`src/ckss_pkg.sv`:
```
// Shared constants, field layouts and types for the clock select and standby controller
package ckss_pkg;

   // Register bus geometry
   localparam int WB_ADR_W = 18;
   localparam int WB_DAT_W = 32;

   // Register indices; the byte address is four times the index
   localparam logic [15:0] IDX_OSC_SRC = 16'h7f0a;
   localparam logic [15:0] IDX_CLK_DIV = 16'h7f0b;
   localparam logic [15:0] IDX_PLL = 16'h7f88;
   localparam logic [15:0] IDX_STATUS = 16'h7f89;

   // Reset values
   localparam logic [7:0] RST_OSC_SRC = 8'h00;
   localparam logic [7:0] RST_CLK_DIV = 8'h00;
   localparam logic [7:0] RST_PLL = 8'h00;

   // Readable-bit masks; reserved bits read as zero
   localparam logic [7:0] MASK_CLK_DIV = 8'hb7;
   localparam logic [7:0] MASK_PLL = 8'hbf;

   // Internal source codes of the clock switch
   localparam logic [1:0] SRC_RC = 2'h0;
   localparam logic [1:0] SRC_MAIN = 2'h1;
   localparam logic [1:0] SRC_SUB = 2'h2;

   // Codes of the system clock select field
   localparam logic [1:0] SEL_SUB = 2'h3;
   localparam logic [1:0] SEL_MAIN = 2'h2;

   // PLL multiplier formula terms
   localparam logic [8:0] PLL_STEP = 9'h038;
   localparam logic [8:0] PLL_COARSE_OFS = 9'h003;

   // Base timer divide exponent for code 00 (1/32)
   localparam logic [3:0] BT_DIV_EXP_BASE = 4'h5;

   // Oscillator source control register layout
   typedef struct packed {
      logic main_osc_type_hi;
      logic [1:0] system_clock_source_select;
      logic rc_osc_stop;
      logic main_osc_type_lo;
      logic sub_osc_type;
      logic main_osc_enable;
      logic sub_osc_enable;
   } ckss_osc_src_t;

   // Clock divider and timer clock register layout
   typedef struct packed {
      logic base_timer_clock_source;
      logic rsv6;
      logic [1:0] base_timer_divide_select;
      logic rsv3;
      logic [2:0] system_clock_divide;
   } ckss_clk_div_t;

   // PLL control register layout
   typedef struct packed {
      logic test_mode;
      logic rsv6;
      logic [1:0] pll_fine_multiplier;
      logic [1:0] pll_coarse_multiplier;
      logic supply_3v;
      logic pll_run;
   } ckss_pll_t;

   // Standby modes
   typedef enum logic [3:0] {
      MODE_NORMAL = 4'h1,
      MODE_IDLE = 4'h2,
      MODE_DEEP = 4'h4,
      MODE_DEEP_KEEP = 4'h8
   } ckss_mode_t;

   // Clock switch phases
   typedef enum logic [2:0] {
      SW_STEADY = 3'h1,
      SW_WAIT_OLD = 3'h2,
      SW_WAIT_NEW = 3'h4
   } ckss_sw_t;

endpackage : ckss_pkg

```
`src/ckss_clk_switch.sv`:
```
// Glitch-free selector between the three oscillator tick streams
`timescale 1ns/100ps
`default_nettype none
module ckss_clk_switch
   import ckss_pkg::*;
(
   input wire logic core_clk,
   input wire logic reset,
   input wire logic [2:0] osc_tick,
   input wire logic [1:0] req_src,
   output logic [1:0] cur_src,
   output logic src_tick,
   output logic busy
);
   ckss_sw_t sw_r;
   logic [1:0] new_src_r;

   // Phase of a switch: settle on an old edge, then on a new edge
   always_ff @(posedge core_clk or posedge reset)
   begin
      if (reset)
      begin
         sw_r <= SW_STEADY;
         cur_src <= SRC_RC;
         new_src_r <= SRC_RC;
      end
      else
      begin
         unique case (sw_r)
            SW_STEADY:
            begin
               if (req_src != cur_src)
               begin
                  new_src_r <= req_src;
                  sw_r <= SW_WAIT_OLD;
               end
            end
            SW_WAIT_OLD:
            begin
               if (osc_tick[cur_src])
                  sw_r <= SW_WAIT_NEW;
            end
            SW_WAIT_NEW:
            begin
               if (osc_tick[new_src_r])
               begin
                  cur_src <= new_src_r;
                  sw_r <= SW_STEADY;
               end
            end
            default:
               sw_r <= SW_STEADY;
         endcase
      end
   end

   // Ticks are blocked while a switch is in flight, so no runt period escapes
   assign src_tick = (sw_r == SW_STEADY) && osc_tick[cur_src];
   assign busy = (sw_r != SW_STEADY);
endmodule : ckss_clk_switch
`default_nettype wire

```
`src/ckss_tick_div.sv`:
```
// Power-of-two tick divider that takes a new ratio only at the end of a period
`timescale 1ns/100ps
`default_nettype none
module ckss_tick_div
   import ckss_pkg::*;
(
   input wire logic core_clk,
   input wire logic reset,
   input wire logic in_tick,
   input wire logic [3:0] div_exp,
   output logic out_tick
);
   logic [7:0] count_r;
   logic [3:0] exp_r;
   logic [8:0] last;

   // Terminal count of the ratio now in force
   assign last = 9'((9'h001 << exp_r) - 9'h001);

   // Count input ticks; reload the ratio on wrap to keep periods whole
   always_ff @(posedge core_clk or posedge reset)
   begin
      if (reset)
      begin
         count_r <= 8'h00;
         exp_r <= 4'h0;
      end
      else if (in_tick)
      begin
         if ({1'b0, count_r} >= last)
         begin
            count_r <= 8'h00;
            exp_r <= div_exp;
         end
         else
            count_r <= 8'(count_r + 8'h01);
      end
   end

   assign out_tick = in_tick && ({1'b0, count_r} >= last);
endmodule : ckss_tick_div
`default_nettype wire

```
`src/ckss_ctrl.sv`:
```
// Clock source selection, divider control and standby sequencing with a Wishbone slave
`timescale 1ns/100ps
`default_nettype none
module ckss_ctrl
   import ckss_pkg::*;
(
   input wire logic core_clk,
   input wire logic reset,
   // Wishbone classic slave
   input wire logic wb_cyc,
   input wire logic wb_stb,
   input wire logic wb_we,
   input wire logic [WB_ADR_W-1:0] wb_adr,
   input wire logic [WB_DAT_W-1:0] wb_dat_w,
   input wire logic [3:0] wb_sel,
   output logic [WB_DAT_W-1:0] wb_dat_r,
   output logic wb_ack,
   // Oscillator outputs as seen on pins, unsynchronised
   input wire logic main_osc_pin,
   input wire logic sub_osc_pin,
   input wire logic rc_osc_pin,
   // CPU core side, same clock
   input wire logic idle_instr,
   input wire logic deep_sleep_instr,
   input wire logic deep_keep_instr,
   input wire logic irq_pending,
   input wire logic irq_accept_enable,
   input wire logic irq_accepted,
   input wire logic wake_release,
   // Oscillator control
   output logic main_osc_run,
   output logic main_osc_ceramic,
   output logic main_osc_vco,
   output logic sub_osc_run,
   output logic sub_pins_crystal,
   output logic rc_osc_run,
   output logic pll_run_out,
   output logic [8:0] pll_multiplier,
   output logic pll_supply_3v,
   // Clock and standby outputs
   output logic sys_clk_tick,
   output logic base_timer_tick,
   output logic cpu_halt,
   output logic periph_run,
   output logic sub_periph_run
);

   ckss_osc_src_t osc_src_r;
   ckss_clk_div_t clk_div_r;
   ckss_pll_t pll_r;
   ckss_mode_t mode_r;
   ckss_mode_t mode_nxt;
   logic wb_ack_r;
   logic [WB_DAT_W-1:0] wb_dat_r_r;
   logic req;
   logic wr_strobe;
   logic [15:0] idx;
   logic [7:0] rd_byte;
   logic [2:0] osc_pin;
   logic [2:0] sync1_r;
   logic [2:0] sync2_r;
   logic [2:0] sync3_r;
   logic [2:0] osc_tick;
   logic [1:0] req_src;
   logic [1:0] cur_src;
   logic src_tick;
   logic sw_busy;
   logic sys_tick;
   logic bt_div_tick;
   logic enter_deep;
   logic leave_keep;
   logic keep_main_en_r;
   logic keep_rc_stop_r;
   logic [1:0] keep_sel_r;
   logic osc_hold;
   logic main_osc_run_r;
   logic main_osc_ceramic_r;
   logic main_osc_vco_r;
   logic sub_osc_run_r;
   logic sub_pins_crystal_r;
   logic rc_osc_run_r;
   logic pll_run_out_r;
   logic [8:0] pll_multiplier_r;
   logic pll_supply_3v_r;
   logic sys_clk_tick_r;
   logic base_timer_tick_r;
   logic cpu_halt_r;
   logic periph_run_r;
   logic sub_periph_run_r;

   // Bus decode: register index sits above the byte offset
   assign req = wb_cyc && wb_stb && !wb_ack_r;
   assign idx = wb_adr[WB_ADR_W-1:2];
   assign wr_strobe = req && wb_we && wb_sel[0];

   // Read multiplexer; unmapped indices read zero
   always_comb
   begin
      rd_byte = 8'h00;
      unique case (idx)
         IDX_OSC_SRC: rd_byte = osc_src_r;
         IDX_CLK_DIV: rd_byte = clk_div_r & MASK_CLK_DIV;
         IDX_PLL: rd_byte = pll_r & MASK_PLL;
         IDX_STATUS: rd_byte = {sw_busy, 1'b0, cur_src, mode_r};
         default: rd_byte = 8'h00;
      endcase
   end

   // Single-cycle acknowledge, dropped the cycle after it is given
   always_ff @(posedge core_clk or posedge reset)
   begin
      if (reset)
      begin
         wb_ack_r <= 1'b0;
         wb_dat_r_r <= '0;
      end
      else
      begin
         wb_ack_r <= req;
         if (req)
            wb_dat_r_r <= {24'h000000, rd_byte};
      end
   end

   // Two-flop synchronisers and edge detect for the oscillator pins
   assign osc_pin[SRC_RC] = rc_osc_pin;
   assign osc_pin[SRC_MAIN] = main_osc_pin;
   assign osc_pin[SRC_SUB] = sub_osc_pin;
   generate
      for (genvar i = 0; i < 3; i++)
      begin : g_sync
         always_ff @(posedge core_clk or posedge reset)
         begin
            if (reset)
            begin
               sync1_r[i] <= 1'b0;
               sync2_r[i] <= 1'b0;
               sync3_r[i] <= 1'b0;
            end
            else
            begin
               sync1_r[i] <= osc_pin[i];
               sync2_r[i] <= sync1_r[i];
               sync3_r[i] <= sync2_r[i];
            end
         end
         assign osc_tick[i] = sync2_r[i] && !sync3_r[i];
      end
   endgenerate

   // Standby mode sequencing
   always_comb
   begin
      mode_nxt = mode_r;
      unique case (mode_r)
         MODE_NORMAL:
         begin
            if (idle_instr)
               mode_nxt = MODE_IDLE;
            else if (deep_sleep_instr || deep_keep_instr)
            begin
               if (irq_pending)
                  mode_nxt = irq_accept_enable ? MODE_NORMAL : MODE_IDLE;
               else if (deep_sleep_instr)
                  mode_nxt = MODE_DEEP;
               else
                  mode_nxt = MODE_DEEP_KEEP;
            end
         end
         MODE_IDLE:
         begin
            if (irq_accepted)
               mode_nxt = MODE_NORMAL;
         end
         MODE_DEEP:
         begin
            if (wake_release)
               mode_nxt = MODE_IDLE;
         end
         MODE_DEEP_KEEP:
         begin
            if (wake_release)
               mode_nxt = MODE_IDLE;
         end
         default:
            mode_nxt = MODE_NORMAL;
      endcase
   end

   // Mode register; the CPU is halted outside normal, so no new instruction lands
   always_ff @(posedge core_clk or posedge reset)
   begin
      if (reset)
         mode_r <= MODE_NORMAL;
      else
         mode_r <= mode_nxt;
   end

   assign enter_deep = (mode_r == MODE_NORMAL) && (mode_nxt == MODE_DEEP);
   assign leave_keep = (mode_r == MODE_DEEP_KEEP) && (mode_nxt != MODE_DEEP_KEEP);
   assign osc_hold = (mode_r == MODE_DEEP) || (mode_r == MODE_DEEP_KEEP);

   // Snapshot of the state that keep-sub sleep must hand back
   always_ff @(posedge core_clk or posedge reset)
   begin
      if (reset)
      begin
         keep_main_en_r <= 1'b0;
         keep_rc_stop_r <= 1'b0;
         keep_sel_r <= 2'h0;
      end
      else if ((mode_r == MODE_NORMAL) && (mode_nxt == MODE_DEEP_KEEP))
      begin
         keep_main_en_r <= osc_src_r.main_osc_enable;
         keep_rc_stop_r <= osc_src_r.rc_osc_stop;
         keep_sel_r <= osc_src_r.system_clock_source_select;
      end
   end

   // Oscillator source control; hardware loads win over a bus write
   always_ff @(posedge core_clk or posedge reset)
   begin
      if (reset)
         osc_src_r <= RST_OSC_SRC;
      else if (enter_deep)
         osc_src_r <= RST_OSC_SRC;
      else if (leave_keep)
      begin
         osc_src_r.main_osc_enable <= keep_main_en_r;
         osc_src_r.rc_osc_stop <= keep_rc_stop_r;
         osc_src_r.system_clock_source_select <= keep_sel_r;
      end
      else if (wr_strobe && (idx == IDX_OSC_SRC))
         osc_src_r <= wb_dat_w[7:0];
   end

   // Divider and base timer control; cleared on deep sleep entry
   always_ff @(posedge core_clk or posedge reset)
   begin
      if (reset)
         clk_div_r <= RST_CLK_DIV;
      else if (enter_deep)
         clk_div_r <= RST_CLK_DIV;
      else if (wr_strobe && (idx == IDX_CLK_DIV))
         clk_div_r <= wb_dat_w[7:0] & MASK_CLK_DIV;
   end

   // PLL control; coarse factor is held while the PLL runs
   always_ff @(posedge core_clk or posedge reset)
   begin
      if (reset)
         pll_r <= RST_PLL;
      else if (wr_strobe && (idx == IDX_PLL))
      begin
         pll_r.test_mode <= wb_dat_w[7];
         pll_r.pll_fine_multiplier <= wb_dat_w[5:4];
         if (!pll_r.pll_run)
            pll_r.pll_coarse_multiplier <= wb_dat_w[3:2];
         pll_r.supply_3v <= wb_dat_w[1];
         pll_r.pll_run <= wb_dat_w[0];
      end
   end

   // Map the select field onto a switch source code
   always_comb
   begin
      unique case (osc_src_r.system_clock_source_select)
         SEL_SUB: req_src = SRC_SUB;
         SEL_MAIN: req_src = SRC_MAIN;
         default: req_src = SRC_RC;
      endcase
   end

   // Glitch-free source switch
   ckss_clk_switch u_switch (
      .core_clk(core_clk),
      .reset(reset),
      .osc_tick(osc_tick),
      .req_src(req_src),
      .cur_src(cur_src),
      .src_tick(src_tick),
      .busy(sw_busy)
   );

   // System clock divider, ratio two to the code
   ckss_tick_div u_sys_div (
      .core_clk(core_clk),
      .reset(reset),
      .in_tick(src_tick),
      .div_exp({1'b0, clk_div_r.system_clock_divide}),
      .out_tick(sys_tick)
   );

   // Base timer divider on the system clock, 1/32 to 1/256
   ckss_tick_div u_bt_div (
      .core_clk(core_clk),
      .reset(reset),
      .in_tick(sys_tick),
      .div_exp(4'(BT_DIV_EXP_BASE + {2'b00, clk_div_r.base_timer_divide_select})),
      .out_tick(bt_div_tick)
   );

   // Oscillator run controls, gated by the standby mode
   always_ff @(posedge core_clk or posedge reset)
   begin
      if (reset)
      begin
         main_osc_run_r <= 1'b0;
         main_osc_ceramic_r <= 1'b0;
         main_osc_vco_r <= 1'b0;
         sub_osc_run_r <= 1'b0;
         sub_pins_crystal_r <= 1'b0;
         rc_osc_run_r <= 1'b0;
         pll_run_out_r <= 1'b0;
      end
      else
      begin
         main_osc_ceramic_r <= osc_src_r.main_osc_type_hi && osc_src_r.main_osc_type_lo;
         main_osc_vco_r <= osc_src_r.main_osc_type_hi && !osc_src_r.main_osc_type_lo;
         // Pair 00 and the forbidden 01 both leave the main oscillator idle
         main_osc_run_r <= osc_src_r.main_osc_enable && osc_src_r.main_osc_type_hi
                           && !osc_hold;
         sub_pins_crystal_r <= osc_src_r.sub_osc_type;
         sub_osc_run_r <= osc_src_r.sub_osc_enable && osc_src_r.sub_osc_type
                          && (mode_r != MODE_DEEP);
         rc_osc_run_r <= !osc_src_r.rc_osc_stop && !osc_hold;
         pll_run_out_r <= pll_r.pll_run && !osc_hold;
      end
   end

   // PLL factor; the test bit plays no part in it
   always_ff @(posedge core_clk or posedge reset)
   begin
      if (reset)
      begin
         pll_multiplier_r <= 9'h000;
         pll_supply_3v_r <= 1'b0;
      end
      else
      begin
         pll_multiplier_r <= 9'(PLL_STEP * (PLL_COARSE_OFS + {7'h00, pll_r.pll_coarse_multiplier})
                             + {7'h00, pll_r.pll_fine_multiplier});
         pll_supply_3v_r <= pll_r.supply_3v;
      end
   end

   // Clock ticks and activity levels
   always_ff @(posedge core_clk or posedge reset)
   begin
      if (reset)
      begin
         sys_clk_tick_r <= 1'b0;
         base_timer_tick_r <= 1'b0;
         cpu_halt_r <= 1'b0;
         periph_run_r <= 1'b1;
         sub_periph_run_r <= 1'b1;
      end
      else
      begin
         sys_clk_tick_r <= sys_tick && !osc_hold;
         // Direct sub ticks keep the base timer alive in keep-sub sleep
         base_timer_tick_r <= clk_div_r.base_timer_clock_source
                              ? (bt_div_tick && !osc_hold)
                              : (osc_tick[SRC_SUB] && (mode_r != MODE_DEEP));
         cpu_halt_r <= (mode_r != MODE_NORMAL);
         periph_run_r <= (mode_r == MODE_NORMAL) || (mode_r == MODE_IDLE);
         sub_periph_run_r <= (mode_r != MODE_DEEP);
      end
   end

   // Outputs straight from flip-flops
   assign wb_ack = wb_ack_r;
   assign wb_dat_r = wb_dat_r_r;
   assign main_osc_run = main_osc_run_r;
   assign main_osc_ceramic = main_osc_ceramic_r;
   assign main_osc_vco = main_osc_vco_r;
   assign sub_osc_run = sub_osc_run_r;
   assign sub_pins_crystal = sub_pins_crystal_r;
   assign rc_osc_run = rc_osc_run_r;
   assign pll_run_out = pll_run_out_r;
   assign pll_multiplier = pll_multiplier_r;
   assign pll_supply_3v = pll_supply_3v_r;
   assign sys_clk_tick = sys_clk_tick_r;
   assign base_timer_tick = base_timer_tick_r;
   assign cpu_halt = cpu_halt_r;
   assign periph_run = periph_run_r;
   assign sub_periph_run = sub_periph_run_r;

endmodule : ckss_ctrl
`default_nettype wire

```
`config.mk`:
```
export PLATFORM = sky130hd
export DESIGN_NAME = ckss_ctrl
export DESIGN_NICKNAME = d
export VERILOG_FILES = /design/src/ckss_pkg.sv /design/src/ckss_clk_switch.sv /design/src/ckss_tick_div.sv /design/src/ckss_ctrl.sv
export SDC_FILE = /design/constraint.sdc
export NUM_CORES = 1
export LEC_CHECK = 0
export BUFFER_PORTS_ARGS = -buffer_cell sky130_fd_sc_hd__buf_2
export CAP_MARGIN = 25
export CORE_UTILIZATION = 43
export DETAILED_ROUTE_END_ITERATION = 16
export GPL_TIMING_DRIVEN = 0
export PLACE_DENSITY = 0.64
export RECOVER_POWER = 50
export SYNTH_ARGS = -nofsm -noshare
export SYNTH_HDL_FRONTEND = slang
export SYNTH_HIERARCHICAL = 1
export SYNTH_SLANG_ARGS = --single-unit
export TNS_END_PERCENT = 30
```
`constraint.sdc`:
```
create_clock -name core_clk -period 5.1 [get_ports core_clk]
set_input_delay 1.02 -clock core_clk [delete_from_list [all_inputs] [get_ports core_clk]]
set_output_delay 1.02 -clock core_clk [all_outputs]
set_load 0.005 [all_outputs]
```
==> run_results.csv <==
group,metric,value,unit
worst_setup_path,critPathRequiredTime,5330,ps
global_routing,grt_max_degree,69,
worst_setup_path,crit_path_end_kind,"flop",
final_layout,n_antenna_cell,0,
clocking,cts_setup_buffers,0,
sta,finalWorstSetupSlack,1200,ps
route,drt_first_pass_iters,5,
yosys,synthCells,544,
worst_hold_path,hold_end,"sync2_r[1]",
power_and_ir_drop,irDropWorstVdd,0.240,mV
floorplanning,start_util,44.7,%
route,drc,0,
power_and_ir_drop,power_density,404,nW/um2
worst_setup_path,worst-r2r-setup-slack,1200,ps
route,wire_per_inst,15.0,um
power_and_ir_drop,p_switching,921,uW
placed_design,io_buffers,68,
worst_hold_path,min_path_type,"reg -> reg",
worst_setup_path,r2r_start,"u_sys_div/exp_r[2]",
worst_setup_path,arrival,4130,ps
clocking,cts_hold_buf,0,
worst_setup_path,r2r_end,"u_bt_div/exp_r[2]",
worst_setup_path,critical_path_class,"reg -> reg",
outcome,status,"finished with violations",
power_and_ir_drop,power_frac_comb,34.5,%
placed_design,placed_cells,806,
clocking,clk_latency,350,ps
floorplanning,die_h,115,um
floorplanning,rows,40,
worst_hold_path,hp-start,"sync1_r[1]",
yosys,synth-edff-count,0,
clocking,tritoncts.num_buffers,9,
final_layout,mostFrequentLayoutCell,"dfrtp_1",
sta,fin_crit_sh,76.5,%
global_routing,grt_pass1_wl,20100,um
final_layout,multi_input_area,2630,um2
yosys,synthFlopType,"dfrtp_1",
clocking,cts_resized,0,
placed_design,gp_congestion,0.844,
yosys,synth_seq_cells,99,
floorplanning,core,12200,um2
route,viasPerCell,5.32,
route,drtIter0Drc,249,
final_layout,nets,746,
yosys,synth_area_per_cell,10.0,um2
yosys,synth_warnings,6,
clocking,h-tree-depth,3,
global_routing,first_global_vias,4089,
power_and_ir_drop,p_leak,0.00306,uW
floorplanning,die_w,115,um
floorplanning,io_pins,124,
sta,worst_pin_slew,2920,ps
yosys,ys_async_sr_fraction,100,%
clocking,tritoncts,"done",
floorplanning,die_area,13200,um2
final_layout,num-fill-cells,1143,
sta,finalSetupTns,0,ps
sta,finalSetupViolCount,0,
outcome,violations,"max-capacitance violations, max-slew violations",
sta,slew_viol_final,69,
final_layout,synthToLayoutAreaGrowth,17.6,%
final_layout,regArea,2480,um2
sta,finalClockSkew,9.88,ps
final_layout,drive_gt1_share,24.2,%
final_layout,fin_util,52.6,%
global_routing,overflow,0,
worst_hold_path,whs_path_depth,0,
sta,max_freq,0.256,GHz
global_routing,grt_use_total,20.0,%
power_and_ir_drop,pwr-share-seq,38.0,%
power_and_ir_drop,netSwitchingFraction,35.6,%
yosys,synth-seq-area-share,45.5,%
clocking,cts.clk_slew.worst_paths,70,ps
clocking,clock_sinks,99,
route,routed_wl,12300,um
power_and_ir_drop,internal_power,1670,uW
sta,post-route-min-period,3900,ps
sta,hold_viol,0,
final_layout,stdcell_count,822,
placed_design,dp_worst_setup_slack,1220,ps
yosys,synth.distinct_cells,62,
power_and_ir_drop,pwr-share-clk,27.5,%
clocking,root_buffer,"clkbuf_16",
sta,slew_headroom,-95.6,%
worst_setup_path,start_kind,"flop",
sta,rsz0062_at_grt,"no",
clocking,max-clock-path-buffers,2,
yosys,netlist_area,5460,um2
flow_run,cap_violations,1,
global_routing,antenna_found_initial,0,
placed_design,dpl.hpwl,9220,um
worst_setup_path,crit_fanout,11,
route,routed-via-count,4374,
worst_setup_path,reg2reg_depth,15,
route,postRouteAntennaNets,0,
final_layout,layout_common_cells,"95 x dfrtp_1, 74 x buf_2, 40 x o21ai_0",
==> critical path, cell delays in order, from the launching register on <==
cell and delay (ps):
dfrtp_1 360, buf_2 160, nor3_1 230, nand2_1 110
ha_1 180, buf_2 170, nor3_1 250, mux2_2 200
a21oi_1 70, ha_1 300, a21oi_1 60, o21ai_0 140
a21oi_1 150, nor3b_4 500, nor3b_4 510, mux2_2 390
==> Yosys cell counts (6+ instances only) <==
| cell | n | area share, % |
|---|---|---|
| a31oi_1 | 8 | 0.92 |
| nand3_1 | 14 | 1.3 |
| mux2i_1 | 6 | 1.1 |
| dfrtp_1 | 95 | 44 |
| o211ai_1 | 13 | 1.8 |
| o22ai_1 | 7 | 0.80 |
| ha_1 | 28 | 6.4 |
| clkbuf_1 | 9 | 0.62 |
| buf_2 | 8 | 0.73 |
| mux2_2 | 20 | 4.1 |
| o21ai_0 | 40 | 3.7 |
| nor2b_1 | 14 | 1.6 |
| nor3_1 | 7 | 0.64 |
| inv_1 | 35 | 2.4 |
| nand4_1 | 13 | 1.5 |
| buf_4 | 26 | 3.6 |
| nor2_1 | 34 | 2.3 |
| and3_1 | 6 | 0.69 |
| a21oi_1 | 23 | 2.1 |
| nand2_1 | 36 | 2.5 |
| xnor2_1 | 10 | 1.6 |
==> how the worst max path moves through the flow <==
stage	from	to
after detailed placement	u_sys_div/exp_r[2]	u_bt_div/exp_r[2]
after floorplan	u_sys_div/exp_r[1]	u_bt_div/exp_r[0]
after global placement	u_sys_div/exp_r[2]	u_bt_div/exp_r[2]
final	u_sys_div/exp_r[2]	u_bt_div/exp_r[2]
after global routing	u_sys_div/exp_r[3]	u_bt_div/count_r[6]
after CTS	u_sys_div/exp_r[3]	u_bt_div/count_r[6]
==> per-stage QoR <==
step	power [uW]	hold WS (ps)	cell area, um2
global route	2780	368	6420
floorplan	1670	331	5550
detailed placement	1880	336	6110
finish	2590	351	6420
global placement	1850	333	6100
CTS	2620	354	6430
==> power groups by stage <==
stage,Sequential (uW),Combinational (uW),Clock [uW]
floorplan,968,703,0
global placement,992,859,0
detailed placement,996,889,0
CTS,983,901,735
global route,998,1020,762
finish,985,895,712
==> flip-flops by register name, indices dropped and copies added (netlist names), 4 cells and up <==
| signal | flops |
|---|---|
| pll_r | 7 |
| u_bt_div/exp_r | 4 |
| wb_dat_r | 8 |
| u_bt_div/count_r | 8 |
| clk_div_r | 6 |
| pll_multiplier | 8 |
| u_sys_div/count_r | 8 |
| mode_r | 4 |
| u_sys_div/exp_r | 4 |
| osc_src_r | 8 |
==> routing by layer <==
metal	vias to the layer above	GRT usage, %	share of wire, %
li1	2111	-	-
met1	2126	25.4	44
met2	119	33.4	50
met3	18	4.50	4.4
met4	0	7.53	1.8
met5	-	0	0
==> layout make-up <==
cell class / count / share of cell area (%)
inverters: 35 / 2.07
repair buffers: 69 / 5.36
plain buffers: 48 / 4.79
flip-flops and latches: 99 / 38.7
clock inverters: 6 / 1.21
clock buffers: 10 / 3.72
multi-input cells: 387 / 40.9
well taps: 168 / 3.27
==> kinds of logic after synthesis <==
| family | Yosys count | share of synthesized area [%] |
|---|---|---|
| fa+ha+maj | 28 | 6.42 |
| simple gates | 159 | 16.0 |
| flops | 99 | 45.5 |
| other cells | 1 | 0.0687 |
| compound gates | 133 | 16.1 |
| buf+inv | 83 | 8.09 |
| mux | 28 | 5.77 |
| xor+xnor | 13 | 2.09 |
No activity file was read; power rests on OpenSTA's default activity.
